## src/dcr_pkg.sv

```systemverilog
// Package of constants for the dual channel register pointer access block.
package dcr_pkg;
  localparam int PTR_W = 3;
  localparam logic [2:0] PTR_ZERO = 3'h0;
  localparam logic [2:0] REG_CMD = 3'h0;
  localparam logic [2:0] REG_ITM = 3'h1;
  localparam logic [2:0] REG_VEC = 3'h2;
  localparam logic [2:0] REG_RXP = 3'h3;
  localparam logic [2:0] REG_MISC = 3'h4;
  localparam logic [2:0] REG_TXP = 3'h5;
  localparam int NUM_WREG = 6;
  // Pointer field and command field of the command register.
  localparam int PTR_LSB = 0;
  localparam int CMD_LSB = 3;
  localparam int CMD_W = 3;
  localparam logic [2:0] CMD_NULL = 3'h0;
  localparam logic [2:0] CMD_CHAN_RESET = 3'h3;
  localparam logic [2:0] CMD_RET_INT = 3'h7;
  // Status affects vector bit in the interrupt mode register.
  localparam int SAV_BIT = 2;
  localparam logic [7:0] BYTE_ZERO = 8'h00;
  localparam logic [7:0] VEC_RESET = 8'h00;
  // Vector bits replaced when status affects the vector.
  localparam int VEC_MOD_LSB = 1;
  localparam int VEC_MOD_W = 3;
  // Code given when nothing is pending.
  localparam logic [2:0] VCODE_NONE = 3'h3;
  localparam logic [7:0] BUS_IDLE = 8'h00;
endpackage

```

## src/dcr_regs.sv

```systemverilog
// Processor side register access and pointer logic for two channels.
`timescale 1ns/1ps

// Notes on behaviour
// [RULE1] Channel and control/data inputs route each transfer.
// [RULE2] Nonzero register loads take pointer then data.
// [RULE3] Commands act from a single command byte.
// [RULE4] Any reset clears the register pointer.
// [RULE5] Pointer in a reset byte is ignored.
// [RULE6] Vector write register exists in channel B only.
// [RULE7] Pointer byte selects next status read.
// [RULE8] Three read registers; vector read channel B.
// [RULE9] Read register one gathers receive errors.
// [RULE10] Read register zero shows buffer, interrupt, external.
// [RULE11] Host sets parameters, interrupts, then enables.
// [RULE12] Status affects vector alters read vector.
// [RULE13] Channel A return command clears service latch.
// [RULE14] Pointer returns to zero after one access.
module dcr_regs #(
  parameter int DATA_W = 8
) (
  input wire logic mclk,
  input wire logic sys_rst,
  input wire logic chipEnableN,
  input wire logic readN,
  input wire logic ioReqN,
  input wire logic chanSelB,
  input wire logic ctrlSel,
  input wire logic [DATA_W-1:0] dataIn,
  output logic [DATA_W-1:0] dataOut,
  output logic dataOe,
  input wire logic [DATA_W-1:0] statusA,
  input wire logic [DATA_W-1:0] statusB,
  input wire logic [DATA_W-1:0] errorA,
  input wire logic [DATA_W-1:0] errorB,
  input wire logic [2:0] pendCode,
  input wire logic pendValid,
  output logic [DATA_W-1:0] itmA,
  output logic [DATA_W-1:0] itmB,
  output logic [DATA_W-1:0] rxParA,
  output logic [DATA_W-1:0] rxParB,
  output logic [DATA_W-1:0] miscA,
  output logic [DATA_W-1:0] miscB,
  output logic [DATA_W-1:0] txParA,
  output logic [DATA_W-1:0] txParB,
  output logic [DATA_W-1:0] vectorReg,
  output logic chanResetA,
  output logic chanResetB,
  output logic cmdStrobeA,
  output logic cmdStrobeB,
  output logic [2:0] cmdCode,
  output logic retIntCmd
);

  // Two flip-flop synchronisers on every pin input except the reset pin.
  logic [4:0] ctlMeta;
  logic [4:0] ctlSync;
  logic [DATA_W-1:0] dinMeta;
  logic [DATA_W-1:0] dinSync;
  logic [DATA_W-1:0] stAMeta, stASync, stBMeta, stBSync;
  logic [DATA_W-1:0] erAMeta, erASync, erBMeta, erBSync;
  logic [3:0] pendMeta, pendSync;

  // Synchroniser stages; the first stage feeds only the second.
  always_ff @(posedge mclk) begin
    ctlMeta <= {chipEnableN, readN, ioReqN, chanSelB, ctrlSel};
    ctlSync <= ctlMeta;
    dinMeta <= dataIn;
    dinSync <= dinMeta;
    stAMeta <= statusA;
    stASync <= stAMeta;
    stBMeta <= statusB;
    stBSync <= stBMeta;
    erAMeta <= errorA;
    erASync <= erAMeta;
    erBMeta <= errorB;
    erBSync <= erBMeta;
    pendMeta <= {pendValid, pendCode};
    pendSync <= pendMeta;
  end

  logic ceN, rdN, iorqN, selB, selCtl;
  assign {ceN, rdN, iorqN, selB, selCtl} = ctlSync;

  // A bus cycle is active while chip enable and request are low.
  logic cycAct, cycAct_reg;
  assign cycAct = !ceN && !iorqN;
  always_ff @(posedge mclk) begin
    if (sys_rst) begin
      cycAct_reg <= 1'b0;
    end else begin
      cycAct_reg <= cycAct;
    end
  end

  // One pulse at the start of each cycle, split by direction.
  logic cycStart, wrStb, rdStb;
  assign cycStart = cycAct && !cycAct_reg;
  assign wrStb = cycStart && rdN;
  assign rdStb = cycStart && !rdN;

  // Per channel pointers, chosen by the channel select.
  logic [2:0] ptrA_reg, ptrB_reg, ptrSel;
  assign ptrSel = selB ? ptrB_reg : ptrA_reg; // [RULE1]

  logic [2:0] wCmd;
  assign wCmd = dinSync[dcr_pkg::CMD_LSB +: dcr_pkg::CMD_W];

  // Decode a control write to the command register of one channel.
  // Every input is an argument, so the assignments follow each change.
  function automatic logic cmdWr(input logic stb, input logic ctl,
                                 input logic sB, input logic chB,
                                 input logic [2:0] ptr);
    cmdWr = stb && ctl && (sB == chB) && (ptr == dcr_pkg::REG_CMD);
  endfunction

  logic cmdWrA, cmdWrB;
  assign cmdWrA = cmdWr(wrStb, selCtl, selB, 1'b0, ptrA_reg);
  assign cmdWrB = cmdWr(wrStb, selCtl, selB, 1'b1, ptrB_reg);

  // Pointer update for one channel; returns to zero after one access.
  function automatic logic [2:0] ptrNext(input logic chB,
                                         input logic [2:0] ptr,
                                         input logic isCmd);
    logic ctlAcc;
    ctlAcc = (wrStb || rdStb) && selCtl && (selB == chB);
    ptrNext = ptr;
    if (isCmd) begin
      if (wCmd == dcr_pkg::CMD_CHAN_RESET) begin
        ptrNext = dcr_pkg::PTR_ZERO; // [RULE4] [RULE5]
      end else begin
        ptrNext = dinSync[dcr_pkg::PTR_LSB +: dcr_pkg::PTR_W]; // [RULE2] [RULE7]
      end
    end else if (ctlAcc) begin
      ptrNext = dcr_pkg::PTR_ZERO; // [RULE14]
    end
  endfunction

  // Register pointers cleared by the reset pin.
  always_ff @(posedge mclk) begin
    if (sys_rst) begin
      ptrA_reg <= dcr_pkg::PTR_ZERO; // [RULE4]
      ptrB_reg <= dcr_pkg::PTR_ZERO; // [RULE4]
    end else begin
      ptrA_reg <= ptrNext(1'b0, ptrA_reg, cmdWrA);
      ptrB_reg <= ptrNext(1'b1, ptrB_reg, cmdWrB);
    end
  end

  // Write strobe into a pointed register of one channel.
  logic wrDataA, wrDataB;
  assign wrDataA = wrStb && selCtl && !selB && (ptrA_reg != dcr_pkg::REG_CMD);
  assign wrDataB = wrStb && selCtl && selB && (ptrB_reg != dcr_pkg::REG_CMD);

  // Storage for the write registers of both channels.
  always_ff @(posedge mclk) begin
    if (sys_rst) begin
      itmA <= dcr_pkg::BYTE_ZERO;
      itmB <= dcr_pkg::BYTE_ZERO;
      rxParA <= dcr_pkg::BYTE_ZERO;
      rxParB <= dcr_pkg::BYTE_ZERO;
      miscA <= dcr_pkg::BYTE_ZERO;
      miscB <= dcr_pkg::BYTE_ZERO;
      txParA <= dcr_pkg::BYTE_ZERO;
      txParB <= dcr_pkg::BYTE_ZERO;
      vectorReg <= dcr_pkg::VEC_RESET;
    end else begin
      if (wrDataA) begin
        case (ptrA_reg)
          dcr_pkg::REG_ITM: itmA <= dinSync; // [RULE2]
          dcr_pkg::REG_RXP: rxParA <= dinSync;
          dcr_pkg::REG_MISC: miscA <= dinSync;
          dcr_pkg::REG_TXP: txParA <= dinSync;
          default: ; // Vector register is absent in channel A.
        endcase
      end
      if (wrDataB) begin
        case (ptrB_reg)
          dcr_pkg::REG_ITM: itmB <= dinSync; // [RULE2]
          dcr_pkg::REG_VEC: vectorReg <= dinSync; // [RULE6]
          dcr_pkg::REG_RXP: rxParB <= dinSync;
          dcr_pkg::REG_MISC: miscB <= dinSync;
          dcr_pkg::REG_TXP: txParB <= dinSync;
          default: ;
        endcase
      end
    end
  end

  // Command strobes decoded from a single command byte.
  always_ff @(posedge mclk) begin
    if (sys_rst) begin
      cmdStrobeA <= 1'b0;
      cmdStrobeB <= 1'b0;
      chanResetA <= 1'b0;
      chanResetB <= 1'b0;
      retIntCmd <= 1'b0;
      cmdCode <= dcr_pkg::CMD_NULL;
    end else begin
      cmdStrobeA <= cmdWrA; // [RULE3]
      cmdStrobeB <= cmdWrB; // [RULE3]
      chanResetA <= cmdWrA && (wCmd == dcr_pkg::CMD_CHAN_RESET);
      chanResetB <= cmdWrB && (wCmd == dcr_pkg::CMD_CHAN_RESET);
      retIntCmd <= cmdWrA && (wCmd == dcr_pkg::CMD_RET_INT); // [RULE13]
      if (cmdWrA || cmdWrB) begin
        cmdCode <= wCmd;
      end
    end
  end

  // Modified vector: priority code replaces bits 3 to 1 when enabled.
  logic [DATA_W-1:0] modVec;
  always_comb begin
    modVec = vectorReg;
    if (itmB[dcr_pkg::SAV_BIT]) begin
      modVec[dcr_pkg::VEC_MOD_LSB +: dcr_pkg::VEC_MOD_W] =
        pendSync[3] ? pendSync[2:0] : dcr_pkg::VCODE_NONE; // [RULE12]
    end
  end

  // Read multiplexer for the status path; data reads give the idle byte.
  logic [DATA_W-1:0] rdSel;
  always_comb begin
    rdSel = dcr_pkg::BUS_IDLE;
    if (selCtl) begin
      case (ptrSel)
        dcr_pkg::REG_CMD: rdSel = selB ? stBSync : stASync; // [RULE10]
        dcr_pkg::REG_ITM: rdSel = selB ? erBSync : erASync; // [RULE9]
        dcr_pkg::REG_VEC: rdSel = selB ? modVec : dcr_pkg::BUS_IDLE; // [RULE8]
        default: rdSel = dcr_pkg::BUS_IDLE;
      endcase
    end
  end

  // Read data is captured at cycle start and driven while the read lasts.
  always_ff @(posedge mclk) begin
    if (sys_rst) begin
      dataOut <= dcr_pkg::BUS_IDLE;
      dataOe <= 1'b0;
    end else begin
      if (rdStb) begin
        dataOut <= rdSel; // [RULE7]
      end
      dataOe <= cycAct && !rdN;
    end
  end

endmodule

```

## config.mk

```make
export PLATFORM = sky130hd
export DESIGN_NAME = dcr_regs
export DESIGN_NICKNAME = d
export VERILOG_FILES = /design/src/dcr_pkg.sv /design/src/dcr_regs.sv
export SDC_FILE = /design/constraint.sdc
export NUM_CORES = 1
export LEC_CHECK = 0
export ABC_CLOCK_PERIOD_IN_PS = 2450
export BUFFER_PORTS_ARGS = -buffer_cell sky130_fd_sc_hd__buf_4
export CORE_UTILIZATION = 50
export DETAILED_ROUTE_END_ITERATION = 12
export PLACE_DENSITY = 0.75
export SYNTH_ARGS = -nofsm -noshare
export SYNTH_HDL_FRONTEND = slang
export SYNTH_SLANG_ARGS = --single-unit
```

## constraint.sdc

```tcl
create_clock -name mclk -period 2.45 [get_ports mclk]
set_input_delay 0.245 -clock mclk [delete_from_list [all_inputs] [get_ports mclk]]
set_output_delay 0.245 -clock mclk [all_outputs]
set_load 0.01 [all_outputs]
```

==> impl_metrics.prom, run 1 <==
# TYPE chip_impl_metric gauge
chip_impl_metric{name="numPortBuffers",unit=""} 139
chip_impl_metric{name="maxSlewHeadroom",unit="%"} 43.0
chip_impl_metric{name="global_route_wire_length_before_repair",unit="mm"} 21.4
chip_impl_metric{name="post_synth_num_cell_types",unit=""} 30
chip_impl_info{name="status",value="finished, final reports clean"} 1
chip_impl_metric{name="cts_num_sinks",unit=""} 194
chip_impl_metric{name="detail_route.drc_violations",unit=""} 0
chip_impl_metric{name="cts_buffer_depth",unit=""} 2
chip_impl_info{name="grt_setup_unrepaired",value="no"} 1
chip_impl_info{name="setup.worst_path.class",value="flop to flop"} 1
chip_impl_metric{name="post_synthesis_sequential_element_count",unit=""} 194
chip_impl_metric{name="drive_gt1_share",unit="%"} 28.0
chip_impl_metric{name="met1_wire_length",unit="mm"} 5.67
chip_impl_metric{name="boundaryPins",unit=""} 140
chip_impl_metric{name="die_area",unit="sq um"} 12000
chip_impl_metric{name="final_hold_viol_count",unit=""} 0
chip_impl_metric{name="grt_start_max_net_pins",unit=""} 82
chip_impl_metric{name="post-synth-top-area-fraction",unit="%"} 67.1
chip_impl_metric{name="post_synthesis_mean_instance_area",unit="sq um"} 12.0
chip_impl_metric{name="cts_buffers",unit=""} 17
chip_impl_info{name="highest-signal-layer",value="met4"} 1
chip_impl_metric{name="num-nets-final",unit=""} 729
chip_impl_metric{name="max_cap_violations",unit=""} 0
chip_impl_metric{name="synth_cells",unit=""} 482
chip_impl_metric{name="routed_via_density",unit=""} 4.98
chip_impl_info{name="min-delay-path-class",value="flop to flop"} 1
chip_impl_metric{name="std_cell_rows",unit=""} 38
chip_impl_metric{name="fin_worst_hold_slack",unit="ps"} 327
chip_impl_metric{name="critPathRequiredTime",unit="ps"} 2730
chip_impl_metric{name="p_leak",unit="nW"} 3.60
chip_impl_metric{name="number_of_h_tree_levels",unit=""} 4
chip_impl_metric{name="wire_per_inst",unit="um"} 16.7
chip_impl_metric{name="diodes",unit=""} 0
chip_impl_metric{name="grt_remaining_overflow",unit=""} 0
chip_impl_info{name="synth_top_cells_by_area",value="sky130_fd_sc_hd__dfxtp_1 (67%), sky130_fd_sc_hd__mux2i_1 (16%), sky130_fd_sc_hd__nor2_1 (5.2%), sky130_fd_sc_hd__nand2_1 (1.2%), sky130_fd_sc_hd__nor3_4 (1.1%)"} 1
chip_impl_metric{name="clk-insertion-delay-late",unit="ps"} 430
chip_impl_info{name="synth-main-ff-cell",value="sky130_fd_sc_hd__dfxtp_1"} 1
chip_impl_metric{name="timing_max_transition_violations_final",unit=""} 0
chip_impl_metric{name="floorplan.initialDensity",unit="%"} 52.2
chip_impl_metric{name="syn_area",unit="sq um"} 5790
chip_impl_metric{name="detail_route.first_pass.iterations",unit=""} 4
chip_impl_metric{name="gp_congestion",unit=""} 0.768
chip_impl_info{name="endpoint_kind",value="flop"} 1
chip_impl_metric{name="track_usage",unit="%"} 24.8
chip_impl_info{name="cts.root.buffer_cell",value="sky130_fd_sc_hd__clkbuf_16"} 1
chip_impl_metric{name="ys.warnings.count",unit=""} 0
chip_impl_metric{name="finalCriticalPeriod",unit="ps"} 2090
chip_impl_metric{name="first_global_vias",unit=""} 4190
chip_impl_info{name="layout_commonest_cell",value="sky130_fd_sc_hd__dfxtp_1"} 1
chip_impl_metric{name="finalSetupViolCount",unit=""} 0
chip_impl_metric{name="setup_tns",unit="ps"} 0
chip_impl_metric{name="dr_total_vias",unit=""} 4134
chip_impl_metric{name="final_core_util",unit="%"} 73.7
chip_impl_metric{name="power.ir.vdd_worst",unit="V"} 0.000612
chip_impl_metric{name="route.final.wire_length",unit="mm"} 13.8
chip_impl_metric{name="achievable-frequency",unit="GHz"} 0.478
chip_impl_metric{name="placeableCoreArea",unit="sq um"} 11100
chip_impl_metric{name="async_flop_share",unit="%"} 0
chip_impl_metric{name="die_w",unit="um"} 110
chip_impl_metric{name="cts_resizes",unit=""} 0
chip_impl_metric{name="timing.clock.skew",unit="ps"} 10.4
chip_impl_metric{name="finalCritPeriodShare",unit="%"} 85.4
chip_impl_metric{name="synthToLayoutAreaGrowth",unit="%"} 41.1
chip_impl_metric{name="met2RoutedLength",unit="mm"} 7.36
chip_impl_metric{name="max_slew.worst_pin.slew",unit="ps"} 843
chip_impl_metric{name="synth_seq_area_share",unit="%"} 67.1
chip_impl_metric{name="antenna_violations_before_repair",unit=""} 0
chip_impl_metric{name="final_antenna_net_count",unit=""} 0
chip_impl_metric{name="clk_pin_slew",unit="ps"} 60
chip_impl_metric{name="post-dp-hpwl",unit="mm"} 8.41
chip_impl_info{name="cell_taking_the_most_area_after_synthesis",value="sky130_fd_sc_hd__dfxtp_1"} 1
chip_impl_metric{name="met3RoutedLength",unit="um"} 599
chip_impl_metric{name="cp.arrival",unit="ps"} 2380
chip_impl_metric{name="synth.net_count",unit=""} 533
chip_impl_info{name="cts_tree",value="built"} 1
chip_impl_info{name="final_cell_mix",value="sky130_fd_sc_hd__dfxtp_1 (194), sky130_fd_sc_hd__buf_4 (154), sky130_fd_sc_hd__mux2i_1 (91), sky130_fd_sc_hd__nor2_1 (80), sky130_fd_sc_hd__dlygate4sd3_1 (49)"} 1
chip_impl_metric{name="power_per_cell_area",unit="nW/um^2"} 804
chip_impl_info{name="start_kind",value="flop"} 1
chip_impl_metric{name="crit_fanout",unit=""} 8
chip_impl_metric{name="die_height",unit="um"} 110
chip_impl_metric{name="synth-edff-count",unit=""} 0
chip_impl_metric{name="drt-initial-drc-count",unit=""} 233
[where the power goes]
group	internal, mW	switching (mW)	total, mW
Combinational	0.138	0.101	0.239
Sequential	3.24	0.0497	3.29
Clock	1.87	1.16	3.03
Total	5.25	1.32	6.57
[final timing paths]
| path | startpoint | to | slack, ps | cells after the start |
|---|---|---|---|---|
| hold / removal | dinMeta[1] | dinSync[1] | 330 | 0 |
| setup reg to reg | ctlSync[4] | miscB[6] | 360 | 4 |
| hold reg to reg | dinMeta[1] | dinSync[1] | 330 | 0 |
| setup / recovery | ctlSync[4] | miscB[6] | 360 | 4 |
[synth_stat cells (2+ instances only)]
| master | instances |
|---|---|
| sky130_fd_sc_hd__nand3b_1 | 3 |
| sky130_fd_sc_hd__nor2_1 | 80 |
| sky130_fd_sc_hd__nand2b_1 | 2 |
| sky130_fd_sc_hd__nand3_1 | 4 |
| sky130_fd_sc_hd__nor4_1 | 2 |
| sky130_fd_sc_hd__mux2i_1 | 91 |
| sky130_fd_sc_hd__o22a_1 | 2 |
| sky130_fd_sc_hd__clkbuf_1 | 16 |
| sky130_fd_sc_hd__nand2_1 | 19 |
| sky130_fd_sc_hd__o2bb2ai_1 | 3 |
| sky130_fd_sc_hd__inv_1 | 4 |
| sky130_fd_sc_hd__nor3_1 | 3 |
| sky130_fd_sc_hd__buf_1 | 8 |
| sky130_fd_sc_hd__dfxtp_1 | 194 |
| sky130_fd_sc_hd__o21ai_0 | 12 |
| sky130_fd_sc_hd__nor3_4 | 4 |
| sky130_fd_sc_hd__a21oi_1 | 12 |
| sky130_fd_sc_hd__o22ai_1 | 8 |
| sky130_fd_sc_hd__nor4b_1 | 3 |
| sky130_fd_sc_hd__nor4_4 | 2 |
[repair_timing]
item / in CTS / in global routing
hold buffers: 49 / 0
endpoints found under the hold margin: 49 / 0
buffers inserted: 0 / 0
[per-layer routing]
metal	global-route usage [%]	up-vias
met4	9.90	0
met5	0	-
met2	42.8	119
met3	6.64	17
met1	29.2	1983
li1	-	2015
[final cells by class]
| class | instances | area [sq um] |
|---|---|---|
| Inverter | 4 | 15.0 |
| Tap cell | 140 | 175 |
| Multi-Input combinational cell | 258 | 1790 |
| Timing Repair Buffer | 203 | 1650 |
| Fill cell | 715 | 2910 |
| Sequential cell | 194 | 3880 |
| Clock inverter | 12 | 204 |
| Clock buffer | 19 | 453 |
[stage by stage]
step	setup slack, ps	instance area (sq um)	instances	power (mW)
floorplan	470	5790	482	3.43
global placement	427	7020	750	3.53
detailed placement	387	7020	750	3.53
CTS	363	8170	830	6.58
global route	233	8170	830	6.76
finish	358	8170	830	6.57
[worst max-delay path: stages (launching register included)]
cell,delay [ps]
sky130_fd_sc_hd__dfxtp_1,350
sky130_fd_sc_hd__or4b_1,570
sky130_fd_sc_hd__or4_1,730
sky130_fd_sc_hd__mux2i_1,250
sky130_fd_sc_hd__nor2_1,50
[kinds of logic after synthesis]
family,after synthesis,synth area share [%]
muxes,91,15.7
and+or+nand+nor,128,11.1
DFF,194,67.1
AOI/OAI and AO/OA,39,3.96
buffers and inverters,30,2.10
Power figures use the tool's default switching activity.
==> run 2: changes to the inputs <==
ABC_CLOCK_PERIOD_IN_PS = 1700   (was 2450)
CORE_UTILIZATION = 47   (was 50)
PLACE_DENSITY = 0.74   (was 0.75)
clock period = 1.7 ns   (was 2.45 ns; I/O delays follow)
==> run 2 against run 1 <==
Effect of this change:
- the run now ends with setup timing left
- final cell count up 3.0%
- register-to-register slack worse by 500 ps
- routed wire length up 4.4%
- sequential power up 44%
- first-iteration DRC count down 12%
- die area up 6.3%
- clock-buffer cell count down 1
- total power up 41%
==> impl_metrics.prom, run 2 (synthesized netlist as in run 1, its figures left out) <==
# TYPE chip_impl_metric gauge
chip_impl_info{name="cp_slowest_cell",value="sky130_fd_sc_hd__or4_4"} 1
chip_impl_metric{name="cts_buffers",unit=""} 17
chip_impl_info{name="r2r_end",value="miscB[3]"} 1
chip_impl_metric{name="area.sequential",unit="sq um"} 3890
chip_impl_info{name="final_cell_mix",value="sky130_fd_sc_hd__dfxtp_1 (192), sky130_fd_sc_hd__buf_4 (163), sky130_fd_sc_hd__mux2i_1 (90), sky130_fd_sc_hd__nor2_1 (80), sky130_fd_sc_hd__dlygate4sd3_1 (50)"} 1
chip_impl_metric{name="post-dp-hpwl",unit="mm"} 8.82
chip_impl_metric{name="std_cell_rows",unit=""} 40
chip_impl_metric{name="critPathRequiredTime",unit="ps"} 2010
chip_impl_metric{name="crit_fanout",unit=""} 8
chip_impl_metric{name="placeableCoreArea",unit="sq um"} 12000
chip_impl_metric{name="boundaryPins",unit=""} 140
chip_impl_metric{name="drive_gt1_share",unit="%"} 30.9
chip_impl_metric{name="timing.reg2reg.worst_path_depth",unit=""} 4
chip_impl_metric{name="cts_num_sinks",unit=""} 194
chip_impl_metric{name="max_slew.worst_pin.slew",unit="ps"} 534
chip_impl_metric{name="p_leak",unit="nW"} 3.70
chip_impl_info{name="endpoint_kind",value="flop"} 1
chip_impl_metric{name="met3RoutedLength",unit="um"} 680
chip_impl_metric{name="fin_cells",unit=""} 855
chip_impl_metric{name="placed_cells",unit=""} 771
chip_impl_info{name="setup.worst_path.class",value="flop to flop"} 1
chip_impl_metric{name="drt-initial-drc-count",unit=""} 204
chip_impl_metric{name="number_of_h_tree_levels",unit=""} 4
chip_impl_metric{name="stdcell_area",unit="sq um"} 8380
chip_impl_metric{name="cp.arrival",unit="ps"} 2150
chip_impl_metric{name="timing.clock.skew",unit="ps"} 14.5
chip_impl_metric{name="achievable-frequency",unit="GHz"} 0.543
chip_impl_info{name="critPathTopFamily",value="simple AND/OR/NAND/NOR gates"} 1
chip_impl_metric{name="final_antenna_net_count",unit=""} 0
chip_impl_metric{name="placement.cell_area",unit="sq um"} 7200
chip_impl_metric{name="final_core_util",unit="%"} 69.8
chip_impl_metric{name="crit_buf_inv",unit=""} 0
chip_impl_metric{name="power.ir.vdd_worst",unit="V"} 0.000977
chip_impl_metric{name="dr_total_vias",unit=""} 4267
chip_impl_metric{name="global_route_wire_length_before_repair",unit="mm"} 22.5
chip_impl_metric{name="fill_cell_total_of_the_finished_layout",unit=""} 833
chip_impl_metric{name="detail_route.drc_violations",unit=""} 0
chip_impl_metric{name="numPortBuffers",unit=""} 139
chip_impl_info{name="cts.root.buffer_cell",value="sky130_fd_sc_hd__clkbuf_16"} 1
chip_impl_metric{name="gp_congestion",unit=""} 0.819
chip_impl_metric{name="num-nets-final",unit=""} 746
chip_impl_metric{name="clk_pin_slew",unit="ps"} 70
chip_impl_metric{name="reg2reg_slack",unit="ps"} -140
chip_impl_metric{name="p_total",unit="mW"} 9.24
chip_impl_metric{name="crit_cells",unit=""} 4
chip_impl_metric{name="delay_of_the_slowest_cell_on_the_worst_path",unit="ps"} 590
chip_impl_metric{name="antenna_violations_before_repair",unit=""} 0
chip_impl_info{name="failed_checks",value="setup timing"} 1
chip_impl_metric{name="finalCriticalPeriod",unit="ps"} 1840
chip_impl_metric{name="wire_per_inst",unit="um"} 16.9
chip_impl_metric{name="grt_remaining_overflow",unit=""} 0
chip_impl_metric{name="die_area",unit="sq um"} 12800
chip_impl_info{name="startpoint_of_the_worst_register_to_register_path",value="cycAct_reg"} 1
chip_impl_info{name="crit_path_end",value="miscB[3]"} 1
chip_impl_metric{name="diodes",unit=""} 0
chip_impl_metric{name="timing_max_transition_violations_final",unit=""} 0
chip_impl_metric{name="detail_route.first_pass.iterations",unit=""} 5
chip_impl_info{name="crit_chain",value="or4b_4 -> or4_4 -> mux2i_1 -> nor2_1"} 1
chip_impl_metric{name="floorplan.initialDensity",unit="%"} 48.2
chip_impl_metric{name="routed_via_density",unit=""} 4.99
chip_impl_metric{name="met1_wire_length",unit="mm"} 5.66
chip_impl_metric{name="track_usage",unit="%"} 23.7
chip_impl_info{name="layout_commonest_cell",value="sky130_fd_sc_hd__dfxtp_1"} 1
chip_impl_metric{name="power_per_cell_area",unit="nW/um^2"} 1100
chip_impl_metric{name="area_of_the_multi_input_gates",unit="sq um"} 1820
chip_impl_metric{name="clk-insertion-delay-late",unit="ps"} 440
chip_impl_metric{name="die_w",unit="um"} 113
chip_impl_metric{name="timing.final.ws_setup",unit="ps"} -142
chip_impl_info{name="grt_setup_unrepaired",value="yes"} 1
chip_impl_metric{name="die_height",unit="um"} 113
chip_impl_metric{name="met2RoutedLength",unit="mm"} 7.71
chip_impl_metric{name="final_hold_viol_count",unit=""} 0
chip_impl_info{name="highest-signal-layer",value="met4"} 1
chip_impl_metric{name="route.final.wire_length",unit="mm"} 14.4
chip_impl_info{name="setup.worst_path.start",value="cycAct_reg"} 1
chip_impl_metric{name="maxSlewHeadroom",unit="%"} 64.3
chip_impl_metric{name="cts_buffer_depth",unit=""} 2
chip_impl_metric{name="pre_cts_slack",unit="ps"} -143
chip_impl_metric{name="max_cap_violations",unit=""} 0
chip_impl_info{name="min-delay-path-class",value="flop to flop"} 1
chip_impl_metric{name="synthToLayoutAreaGrowth",unit="%"} 44.8
chip_impl_info{name="cts_tree",value="built"} 1
chip_impl_metric{name="grt_start_max_net_pins",unit=""} 52
chip_impl_info{name="start_kind",value="flop"} 1
chip_impl_metric{name="finalSetupViolCount",unit=""} 61
chip_impl_metric{name="first_global_vias",unit=""} 4408
chip_impl_info{name="status",value="complete, but fails checks"} 1
chip_impl_metric{name="finalCritPeriodShare",unit="%"} 108
-- run 2: area by class of cell --
| cell class | instances | share of cell area, % |
|---|---|---|
| Clock buffer | 18 | 5.24 |
| Inverter | 4 | 0.179 |
| Sequential cell | 194 | 46.4 |
| Multi-Input combinational cell | 258 | 21.7 |
| Clock inverter | 14 | 2.24 |
| Tap cell | 147 | 2.20 |
| Timing Repair Buffer | 220 | 22.0 |
-- run 2: worst min path at each step --
stage / start / end / depth (start not counted)
after global routing: erAMeta[3] / erASync[3] / 0
after floorplan: ctrlSel / ctlMeta[0] / 0
after CTS: stBMeta[2] / stBSync[2] / 0
final: stBMeta[3] / stBSync[3] / 0
after detailed placement: errorB[5] / erBMeta[5] / 1
after global placement: errorB[2] / erBMeta[2] / 1
-- run 2: stage by stage --
stage               TNS, ps  hold WS (ps)
floorplan             -5280           198
CTS                   -3130           329
finish                -3390           326
detailed placement    -5270           276
global placement      -4340           274
global route          -7850           335
-- run 2: power by group --
group          switching (mW)  internal, mW  leakage [nW]
registers              0.0662          4.67          1.60
clock network            1.82          2.29         0.308
logic                   0.168         0.221          1.79
-- run 2: per-layer routing --
| layer | GRT usage (%) | vias up |
|---|---|---|
| li1 | - | 2063 |
| met1 | 25.1 | 2032 |
| met2 | 42.8 | 140 |
| met3 | 7.61 | 32 |
| met4 | 11.3 | 0 |
| met5 | 0 | - |
-- run 2: worst register-to-register path, cell delays in order (launching register included) --
cell and delay [ps]:
sky130_fd_sc_hd__dfxtp_2 320, sky130_fd_sc_hd__or4b_4 540, sky130_fd_sc_hd__or4_4 590, sky130_fd_sc_hd__mux2i_1 210, sky130_fd_sc_hd__nor2_1 60
-- run 2: repair_timing --
action | CTS | global route
pin swaps | 0 | 5
hold buffers | 50 | 0
setup endpoints to repair | 63 | 82
hold endpoints to repair | 50 | 0
resized for setup | 4 | 6
gates cloned | 0 | 0
buffers inserted | 1 | 1
